### src/shared/esr_consts.svh
// constants for the exception state and reset control block
`ifndef ESR_CONSTS_SVH
`define ESR_CONSTS_SVH

// register word indices; byte address is four times the index
`define ESR_CTRL_STATE_IDX 6'h00
`define ESR_RST_CTRL_IDX 6'h01
`define ESR_STATUS_IDX 6'h02
`define ESR_MASK_IDX 6'h03

// interrupt control and state fields
`define ESR_TMR_SET_BIT 26
`define ESR_TMR_CLR_BIT 25
`define ESR_ANY_PEND_BIT 22
`define ESR_TOP_LSB 12
`define ESR_ACTIVE_LSB 0

// reset control fields
`define ESR_KEY_LSB 16
`define ESR_KEY 16'h05FA
`define ESR_ENDIAN_BIT 15
`define ESR_RST_REQ_BIT 2
`define ESR_DBG_CLR_BIT 1

// exception numbering
`define ESR_TIMER_EXC 6'h0F
`define ESR_IRQ_BASE 6'h10
`define ESR_NIRQ 32

// event status bits, mask uses the same layout
`define ESR_EV_W 3
`define ESR_EV_TIMER 0
`define ESR_EV_RST 1
`define ESR_EV_KEYBAD 2
`define ESR_STATUS_RST 3'h0
`define ESR_MASK_RST 3'h0

// bus responses
`define ESR_RESP_OKAY 2'h0
`define ESR_RESP_SLVERR 2'h2

`endif

### src/shared/esr_pkg.sv
// types for the exception state and reset control block
`include "esr_consts.svh"
package esr_pkg;

  // state of the core's exception logic, sampled every cycle
  typedef struct packed {
    logic timer_event;
    logic [5:0] active_number;
    logic [`ESR_NIRQ-1:0] ext_pending;
    logic [`ESR_NIRQ-1:0] ext_enable;
  } esr_core_s;

  typedef enum logic [1:0] {
    ESR_W_IDLE = 2'b01,
    ESR_W_RESP = 2'b10
  } esr_wstate_e;

  typedef enum logic [1:0] {
    ESR_R_IDLE = 2'b01,
    ESR_R_DATA = 2'b10
  } esr_rstate_e;

endpackage : esr_pkg

### src/hdl/esr_ctrl.sv
// exception state and reset control registers behind an AXI4-Lite slave
// Functional notes
// - writing 1 to timer_clear_pending clears timer pending, 0 does nothing.
// - timer_clear_pending is write-only and its read value is not defined.
// - any_interrupt_pending reads 1 while a peripheral interrupt pends.
// - top_pending_exception_number gives the best pending enabled one, else 0.
// - active_exception_number is the core's exception field, 0 in thread mode.
// - active exception number minus sixteen is the peripheral interrupt index.
// - a reset control write acts only when its upper half holds the key.
// - data_byte_order reads 0 for little-endian and 1 for big-endian.
// - a keyed write of 1 to system_reset_request requests reset, reads 0.
// - debug_active_clear always reads as 0.
//
// The AXI4-Lite register port and the register addresses were left to the implementer.
`timescale 1ns/1ps
`include "esr_consts.svh"

module esr_ctrl
  import esr_pkg::*;
#(
  parameter bit BIG_ENDIAN = 1'b0
) (
  input wire logic clk,
  input wire logic reset,
  input wire logic [7:0] s_axi_awaddr,
  input wire logic s_axi_awvalid,
  output logic s_axi_awready,
  input wire logic [31:0] s_axi_wdata,
  input wire logic [3:0] s_axi_wstrb,
  input wire logic s_axi_wvalid,
  output logic s_axi_wready,
  output logic [1:0] s_axi_bresp,
  output logic s_axi_bvalid,
  input wire logic s_axi_bready,
  input wire logic [7:0] s_axi_araddr,
  input wire logic s_axi_arvalid,
  output logic s_axi_arready,
  output logic [31:0] s_axi_rdata,
  output logic [1:0] s_axi_rresp,
  output logic s_axi_rvalid,
  input wire logic s_axi_rready,
  input wire esr_core_s core,
  output logic timer_pending,
  output logic [5:0] active_irq_index,
  output logic active_irq_valid,
  output logic sys_reset_req,
  output logic irq
);

  // lowest exception number wins among the pending enabled sources
  function automatic logic [5:0] top_pending(
    input logic tmr,
    input logic [`ESR_NIRQ-1:0] pend
  );
    logic [5:0] n;
    n = 6'h00;
    for (int i = `ESR_NIRQ - 1; i >= 0; i--) begin
      if (pend[i]) begin
        n = 6'(`ESR_IRQ_BASE + 6'(i));
      end
    end
    if (tmr) begin
      n = `ESR_TIMER_EXC;
    end
    return n;
  endfunction : top_pending

  esr_wstate_e wstate_q, wstate_d;
  esr_rstate_e rstate_q, rstate_d;
  logic awready_q, wready_q, bvalid_q, arready_q, rvalid_q;
  logic [1:0] bresp_q, rresp_q;
  logic [31:0] rdata_q;
  logic timer_q, timer_d, rst_req_q, irq_q;
  logic [5:0] irq_index_q;
  logic irq_valid_q;
  logic [`ESR_EV_W-1:0] status_q, status_d, mask_q, mask_d, events;

  // write channel decode
  wire wr_fire = s_axi_awvalid & awready_q & s_axi_wvalid & wready_q;
  wire [5:0] wr_idx = s_axi_awaddr[7:2];
  wire [31:0] wmask = {{8{s_axi_wstrb[3]}}, {8{s_axi_wstrb[2]}},
                       {8{s_axi_wstrb[1]}}, {8{s_axi_wstrb[0]}}};
  wire [31:0] wd = s_axi_wdata & wmask;
  wire wr_ctrl_state = wr_fire & (wr_idx == `ESR_CTRL_STATE_IDX);
  wire wr_rst_ctrl = wr_fire & (wr_idx == `ESR_RST_CTRL_IDX);
  wire wr_mask = wr_fire & (wr_idx == `ESR_MASK_IDX);
  wire wr_hit = wr_ctrl_state | wr_rst_ctrl | wr_mask |
                (wr_idx == `ESR_STATUS_IDX);
  wire key_ok = (wd[31:`ESR_KEY_LSB] == `ESR_KEY);
  wire tmr_set_wr = wr_ctrl_state & wd[`ESR_TMR_SET_BIT];
  wire tmr_clr_wr = wr_ctrl_state & wd[`ESR_TMR_CLR_BIT];
  wire rst_req_d = wr_rst_ctrl & key_ok & wd[`ESR_RST_REQ_BIT];
  wire key_bad = wr_rst_ctrl & ~key_ok;

  // read channel decode
  wire rd_fire = s_axi_arvalid & arready_q;
  wire [5:0] rd_idx = s_axi_araddr[7:2];
  wire rd_status = rd_fire & (rd_idx == `ESR_STATUS_IDX);

  // exception state as software sees it
  wire any_pend = |core.ext_pending;
  wire [5:0] top_num =
    top_pending(timer_q, core.ext_pending & core.ext_enable);
  wire [5:0] active_num = core.active_number;

  // clear-pending and reserved bits read as zero
  wire [31:0] ctrl_state_rd = {5'h00, timer_q, 1'b0, 2'h0, any_pend,
    4'h0, top_num, 6'h00, active_num};
  // key half, request and debug bits read as zero
  wire [31:0] rst_ctrl_rd = {16'h0000, BIG_ENDIAN, 12'h000,
    3'h0};
  wire rd_hit = (rd_idx == `ESR_CTRL_STATE_IDX) |
                (rd_idx == `ESR_RST_CTRL_IDX) |
                (rd_idx == `ESR_STATUS_IDX) | (rd_idx == `ESR_MASK_IDX);
  wire [31:0] rd_word =
    (rd_idx == `ESR_CTRL_STATE_IDX) ? ctrl_state_rd :
    (rd_idx == `ESR_RST_CTRL_IDX) ? rst_ctrl_rd :
    (rd_idx == `ESR_STATUS_IDX) ? {29'h0, status_q} :
    (rd_idx == `ESR_MASK_IDX) ? {29'h0, mask_q} : 32'h0000_0000;

  // set wins over clear, both for the timer event and for the timer set bit
  assign timer_d = core.timer_event | tmr_set_wr |
                   (timer_q & ~tmr_clr_wr);
  assign events = {key_bad, rst_req_d, timer_d & ~timer_q};
  assign status_d = events | (status_q & {`ESR_EV_W{~rd_status}});
  assign mask_d = wr_mask ? wd[`ESR_EV_W-1:0] : mask_q;

  always_comb begin
    wstate_d = wstate_q;
    case (wstate_q)
      ESR_W_IDLE: begin
        if (wr_fire) begin
          wstate_d = ESR_W_RESP;
        end
      end
      ESR_W_RESP: begin
        if (s_axi_bready) begin
          wstate_d = ESR_W_IDLE;
        end
      end
      default: wstate_d = ESR_W_IDLE;
    endcase
  end

  always_comb begin
    rstate_d = rstate_q;
    case (rstate_q)
      ESR_R_IDLE: begin
        if (rd_fire) begin
          rstate_d = ESR_R_DATA;
        end
      end
      ESR_R_DATA: begin
        if (s_axi_rready) begin
          rstate_d = ESR_R_IDLE;
        end
      end
      default: rstate_d = ESR_R_IDLE;
    endcase
  end

  // address and data are taken together once both are offered
  always_ff @(posedge clk or posedge reset) begin
    if (reset) begin
      wstate_q <= ESR_W_IDLE;
      awready_q <= 1'b0;
      wready_q <= 1'b0;
      bvalid_q <= 1'b0;
      bresp_q <= `ESR_RESP_OKAY;
    end else begin
      wstate_q <= wstate_d;
      awready_q <= (wstate_q == ESR_W_IDLE) & ~awready_q &
                   s_axi_awvalid & s_axi_wvalid;
      wready_q <= (wstate_q == ESR_W_IDLE) & ~awready_q &
                  s_axi_awvalid & s_axi_wvalid;
      bvalid_q <= (wstate_d == ESR_W_RESP);
      if (wr_fire) begin
        bresp_q <= wr_hit ? `ESR_RESP_OKAY : `ESR_RESP_SLVERR;
      end
    end
  end

  always_ff @(posedge clk or posedge reset) begin
    if (reset) begin
      rstate_q <= ESR_R_IDLE;
      arready_q <= 1'b0;
      rvalid_q <= 1'b0;
      rdata_q <= 32'h0000_0000;
      rresp_q <= `ESR_RESP_OKAY;
    end else begin
      rstate_q <= rstate_d;
      arready_q <= (rstate_q == ESR_R_IDLE) & ~arready_q & s_axi_arvalid;
      rvalid_q <= (rstate_d == ESR_R_DATA);
      if (rd_fire) begin
        rdata_q <= rd_word;
        rresp_q <= rd_hit ? `ESR_RESP_OKAY : `ESR_RESP_SLVERR;
      end
    end
  end

  always_ff @(posedge clk or posedge reset) begin
    if (reset) begin
      timer_q <= 1'b0;
      rst_req_q <= 1'b0;
      status_q <= `ESR_STATUS_RST;
      mask_q <= `ESR_MASK_RST;
      irq_q <= 1'b0;
    end else begin
      timer_q <= timer_d;
      rst_req_q <= rst_req_d;
      status_q <= status_d;
      mask_q <= mask_d;
      irq_q <= |(status_d & mask_d);
    end
  end

  always_ff @(posedge clk or posedge reset) begin
    if (reset) begin
      irq_index_q <= 6'h00;
      irq_valid_q <= 1'b0;
    end else begin
      irq_valid_q <= (active_num >= `ESR_IRQ_BASE);
      irq_index_q <= (active_num >= `ESR_IRQ_BASE) ?
                     6'(active_num - `ESR_IRQ_BASE) : 6'h00;
    end
  end

  assign s_axi_awready = awready_q;
  assign s_axi_wready = wready_q;
  assign s_axi_bvalid = bvalid_q;
  assign s_axi_bresp = bresp_q;
  assign s_axi_arready = arready_q;
  assign s_axi_rvalid = rvalid_q;
  assign s_axi_rdata = rdata_q;
  assign s_axi_rresp = rresp_q;
  assign timer_pending = timer_q;
  assign sys_reset_req = rst_req_q;
  assign active_irq_index = irq_index_q;
  assign active_irq_valid = irq_valid_q;
  assign irq = irq_q;
endmodule : esr_ctrl

### config.mk
export PLATFORM = sky130hd
export DESIGN_NAME = esr_ctrl
export DESIGN_NICKNAME = d
export VERILOG_FILES = /design/src/shared/esr_pkg.sv /design/src/hdl/esr_ctrl.sv
export VERILOG_INCLUDE_DIRS = /design/src /design/src/shared
export SDC_FILE = /design/constraint.sdc
export NUM_CORES = 1
export LEC_CHECK = 0
export BUFFER_PORTS_ARGS = -buffer_cell sky130_fd_sc_hd__buf_2
export CORE_MARGIN = 2
export CORE_UTILIZATION = 35
export DETAILED_ROUTE_END_ITERATION = 10
export HOLD_SLACK_MARGIN = 0.1
export PLACE_DENSITY = 0.71
export SKIP_CTS_REPAIR_TIMING = 1
export SLEW_MARGIN = 20
export SYNTH_ARGS = -nofsm -noshare
export SYNTH_HDL_FRONTEND = slang
export SYNTH_SLANG_ARGS = --single-unit
### constraint.sdc
create_clock -name clk -period 4.7 [get_ports clk]
set_input_delay 0.94 -clock clk [delete_from_list [all_inputs] [get_ports clk]]
set_output_delay 0.94 -clock clk [all_outputs]
set_load 0.03 [all_outputs]
Word level (Yosys, flattened, before mapping)
Cells that the tools add are included.
Storage, ports and cells
  logic and storage cells: 121
  memories: 0
  bits in writable memories: 0
  bits in registers: 60
  bits in latches: 0
  bits in read-only memories: 0
  output and inout bits: 51
Cells by class
  mux-type cells: 47
  shift-type cells: 0
  magnitude comparators: 1
  div/mod/pow operators: 0
  multiply operators: 0
  add/sub/neg operators: 1
  bitwise logic cells: 39
  reductions and logical operators: 4
  equality and inequality tests: 13
Operator list (count)
  $mux 6: 34
  $and 32x32->32: 2
  $reduce_or 32->1: 1
  $mux 27: 1
  $eq 6x2->1 const B: 4
  $and 1x1->1: 20
  $eq 16x11->1 const B: 1
  $eq 6x1->1 const B: 2
  $logic_not 6->1: 2
  $mux 2: 6
  $mux 3: 4
  $eq 2x2->1 const B: 4
  $or 1x1->1: 8
  $pmux 2 s2: 2
  $and 3x3->3: 2
  $ge 6x5->1 const B: 1
  $not 1->1: 6
  $sub 6x5->6 const B: 1
  $eq 2x1->1 const B: 2
  $or 3x3->3: 1
  $reduce_or 3->1: 1

Logic depth before layout (Yosys ltp)
  depth in word-level cells: 35
  depth in mapped cells: 7

Least setup slack after synthesis
No wires, ideal clock.
  path type: input to register
  start: in s_axi_wdata[16]
  end: reg irq_q (netlist: irq)
  stages: 6
  data required time: 4.582 ns
  data arrival time: 2.339 ns
  slack: 2.243 ns
  cell sequence: or4b_4 -> nor3_2 -> nand4_2 -> a32o_1 -> a22o_1 -> a21o_1
Between the ends
  longest elaborated chain between the ends: 7
RTL lines
  from (decl): RTL line esr_ctrl.sv:28  | input wire logic [31:0] s_axi_wdata,
  $and 32x32->32: RTL line esr_ctrl.sv:83  | wire [31:0] wd = s_axi_wdata & wmask;
  $eq 16x11->1 (no source line)
  $not 1->1: RTL line esr_ctrl.sv:93  | wire key_bad = wr_rst_ctrl & ~key_ok;
  $and 1x1->1: RTL line esr_ctrl.sv:93
  $or 3x3->3: RTL line esr_ctrl.sv:125  | assign status_d = events | (status_q & {`ESR_EV_W{~rd_status}});
  via status_d[2]: RTL line esr_ctrl.sv:76  | logic [`ESR_EV_W-1:0] status_q, status_d, mask_q, mask_d, events;
  $and 3x3->3: RTL line esr_ctrl.sv:213  | irq_q <= |(status_d & mask_d);
  $reduce_or 3->1: RTL line esr_ctrl.sv:213
  to (signal assigned): RTL line esr_ctrl.sv:213
  to (decl): RTL line esr_ctrl.sv:73  | logic timer_q, timer_d, rst_req_q, irq_q;
The timed path passes the listed nets, and every way through them passes these cells.
A chain may end at the register's enable or synchronous reset.

Final worst setup path
  start: in s_axi_araddr[5]
  end: reg irq_q (netlist: irq)
Between the ends
  longest elaborated chain between the ends: 7
RTL lines
  from (decl): RTL line esr_ctrl.sv:35  | input wire logic [7:0] s_axi_araddr,
  $eq 6x2->1 (no source line)
  $and 1x1->1: RTL line esr_ctrl.sv:98  | wire rd_status = rd_fire & (rd_idx == `ESR_STATUS_IDX);
  $not 1->1: RTL line esr_ctrl.sv:125
  $and 3x3->3: RTL line esr_ctrl.sv:125
  $or 3x3->3: RTL line esr_ctrl.sv:125
  via status_d[2]: RTL line esr_ctrl.sv:76
  $and 3x3->3: RTL line esr_ctrl.sv:213
  $reduce_or 3->1: RTL line esr_ctrl.sv:213
The timed path passes the listed nets, and every way through them passes these cells.

==> metrics.md <==
| Metric | Value |
|---|---|
| Synth Instances | 277 |
| Final #Nets | 555 |
| RSZ-0062 raised after global routing | no |
| Mapped Avg Cell Area | 8.94 µm² |
| Post-DR vias/cell | 4.92 |
| Clk pin slew, worst setup/hold paths | 0.07 ns |
| RePlAce Congestion | 0.840 |
| Syn-to-layout area delta | 33.5% |
| Residual DRC count | 0 |
| Finished Layout Cells | 518 |
| Setup violations, final | 0 |
| Critical path type | in2reg |
| Yosys warning count | 0 |
| Number of synthesized flops with an enable pin | 0 |
| Largest area contributor in the netlist | dfrtp_1 |
| Status | finished, final reports clean |
| Register area | 1000 µm² |
| Congestion Overflow GR | 0 |
| Clock latency on the worst-skew pair | 0.29 ns |
| Crit-path max FO | 5 |
| Clock root buffer | clkbuf_8 |
| Final ANT Viol Nets | 0 |
| Post-synth ARST share | 100% |
| Die Ht | 88.1 µm |
| Ys flop type | dfrtp_1 |
| Max Fclk | 0.414 GHz |
| Pwr per Cell Area | 294 nW/µm² |
| Core region area | 6830 µm² |
| Area occupied by multi-input gates | 1300 µm² |
| Mapped Area | 2480 µm² |
| Routed wire length | 6460 µm |
| Clock sinks | 40 |
| Initial DRC count | 73 |
| Vias in the first global route | 2428 |
| Synth top area share | 38.4% |
| Number of synthesized register bits | 40 |
| Netlist cell types | 49 |
| Final Hold Violating Endpoints | 0 |
| H-tree depth | 2 |
| Max cap viols | 0 |
| Clock Tree Buf Depth | 2 |
| FILL cells | 688 |
| Slew HR | 64.7% |
| Post-layout min period | 2.41 ns |
| Total Routing Usage GR | 16.9% |
| Full die area | 7760 µm² |
| Placed insts | 510 |
| ANT cells | 0 |
| Share of cells above drive strength 1 | 39.1% |
| Rows | 30 |
| Worst setup EP type | flop |
| First-pass GRT wire length | 10400 µm |
| Vias post-DR | 2550 |
| HP Class | reg2reg |
| Leakage | 1.75 nW |
| Antenna violations before repair | 0 |
| Setup TNS | 0 ns |
| Fin crit share | 51.4% |
| Maximum VDD drop | 0.000153 V |
| Startpoint Class | primary input |
| R2R setup slack | 2.96 ns |
| Cts bufs inserted | 5 |
| Arr. time, crit path | 2.59 ns |
| Die X | 88.1 µm |
| Skew final | 0.00543 ns |
| Slew at the pin closest to its max-slew limit | 0.529 ns |
| CTS tree | yes |
| Worst Path Required | 4.88 ns |
| Routed WL per cell | 12.5 µm |
| Pin count of the biggest net entering global routing | 41 |
| I/O pins | 181 |
| Initial Util | 36.2% |
| DP Wirelength | 5460 µm |
| Synth area leaders | dfrtp_1 (38%), buf_4 (6.7%), nand2_1 (6.5%) |
| Final number of max-transition violations | 0 |
| Port Buffer Count | 142 |
| Drt first pass iters | 4 |
| Seq/Total Area, Yosys | 40.5% |
==> layer usage <==
metal | routed length, µm | GRT usage [%] | vias up
li1 | - | - | 1270
met1 | 2830 | 21.2 | 1162
met2 | 3110 | 28.7 | 106
met3 | 423 | 4.05 | 12
met4 | 94 | 5.23 | 0
met5 | 0 | 0 | -
==> cell usage after synthesis (2+ instances only) <==
| master | n |
|---|---|
| nor3_2 | 2 |
| ha_1 | 4 |
| nor3_1 | 4 |
| and3_1 | 3 |
| a32o_1 | 2 |
| nor2b_1 | 9 |
| nand2_1 | 43 |
| a31oi_1 | 3 |
| clkbuf_1 | 3 |
| o21ai_0 | 18 |
| nand4_1 | 6 |
| dfstp_2 | 2 |
| a22oi_1 | 15 |
| nand3_1 | 11 |
| o2111ai_1 | 3 |
| o21bai_1 | 3 |
| inv_1 | 13 |
| or2_2 | 2 |
| mux2i_1 | 4 |
| nor2_1 | 10 |
| dfrtp_1 | 38 |
| nor4_1 | 8 |
| a21boi_0 | 2 |
| a32oi_1 | 5 |
| buf_4 | 22 |
| a22o_1 | 7 |
| and2_1 | 3 |
| a21oi_1 | 11 |
==> flip-flops by register name, indices dropped and copies added, names as in the netlist, 2 cells and up <==
register	count
active_irq_index	6
rstate_q	2
s_axi_rdata	14
status_q	3
mask_q	3
wstate_q	2
==> critical path, stage by stage <==
cell,delay (ns)
buf_2,0.10
nor4_2,0.35
nand4_1,0.26
or2_2,0.36
a32o_1,0.24
a22o_1,0.19
a21o_1,0.15
==> cells in the final DEF (no fill, tap or decap), types with 4 or more instances in the layout <==
| master | instances |
|---|---|
| a21oi_1 | 11 |
| nand3_1 | 11 |
| nor4_1 | 8 |
| a22o_1 | 7 |
| clkbuf_8 | 5 |
| conb_1 | 20 |
| dfrtp_1 | 38 |
| buf_2 | 142 |
| ha_1 | 4 |
| nor2b_1 | 9 |
| a32oi_1 | 5 |
| nor3_1 | 4 |
| inv_1 | 12 |
| mux2i_1 | 4 |
| o21ai_0 | 18 |
| nand2_1 | 43 |
| a22oi_1 | 15 |
| nor2_1 | 10 |
| nand4_1 | 6 |
==> through the flow <==
step	instance area [µm²]	power, mW	setup WS, ns	hold slack [ns]	util (%)
after floorplan	2550	0.610	2.24	0.480	-
after global placement	3200	0.698	1.99	0.459	46.8
after detailed placement	3200	0.709	1.96	0.470	46.8
after CTS	3300	0.982	2.26	0.488	48.4
after global routing	3300	1.03	2.18	0.512	48.4
final	3300	0.971	2.29	0.480	48.4
==> final cells by class <==
cell class              instances  share of cell area [%]
clock buffers                   6                    2.20
clock inverters                 2                    1.06
inverters                      13                    1.48
multi-input cells             217                    39.3
flip-flops and latches         40                    30.4
well taps                      96                    3.63
repair buffers                144                    22.0
==> final timing paths <==
check / depth (start not counted) / endpoint / start
setup / recovery: 7 / irq / s_axi_araddr[5]
hold / removal: 2 / s_axi_rdata[22] / s_axi_rdata[22]
setup reg to reg: 5 / irq / s_axi_arready
hold reg to reg: 2 / s_axi_rdata[22] / s_axi_rdata[22]
max in group asynchronous: 3 / wstate_q[0] / reset
min in group asynchronous: 3 / s_axi_arready / reset
==> kinds of logic (layout without fill, tap and decap cells) <==
| family | count (synthesis) | in the layout | synth area share [%] |
|---|---|---|---|
| mux | 5 | 5 | 2.17 |
| compound gates | 78 | 78 | 21.9 |
| simple gates | 110 | 110 | 23.3 |
| other cells | 1 | 20 | 0.151 |
| flops | 40 | 40 | 40.5 |
| buf+inv | 39 | 165 | 9.90 |
| fa+ha+maj | 4 | 4 | 2.02 |
==> power breakdown <==
part | leakage (nW) | internal [mW] | switching (mW)
clock network | 0.0552 | 0.158 | 0.114
registers | 0.502 | 0.384 | 0.0227
logic | 1.19 | 0.109 | 0.184
total | 1.75 | 0.651 | 0.321
Power figures use the tool's default switching activity.
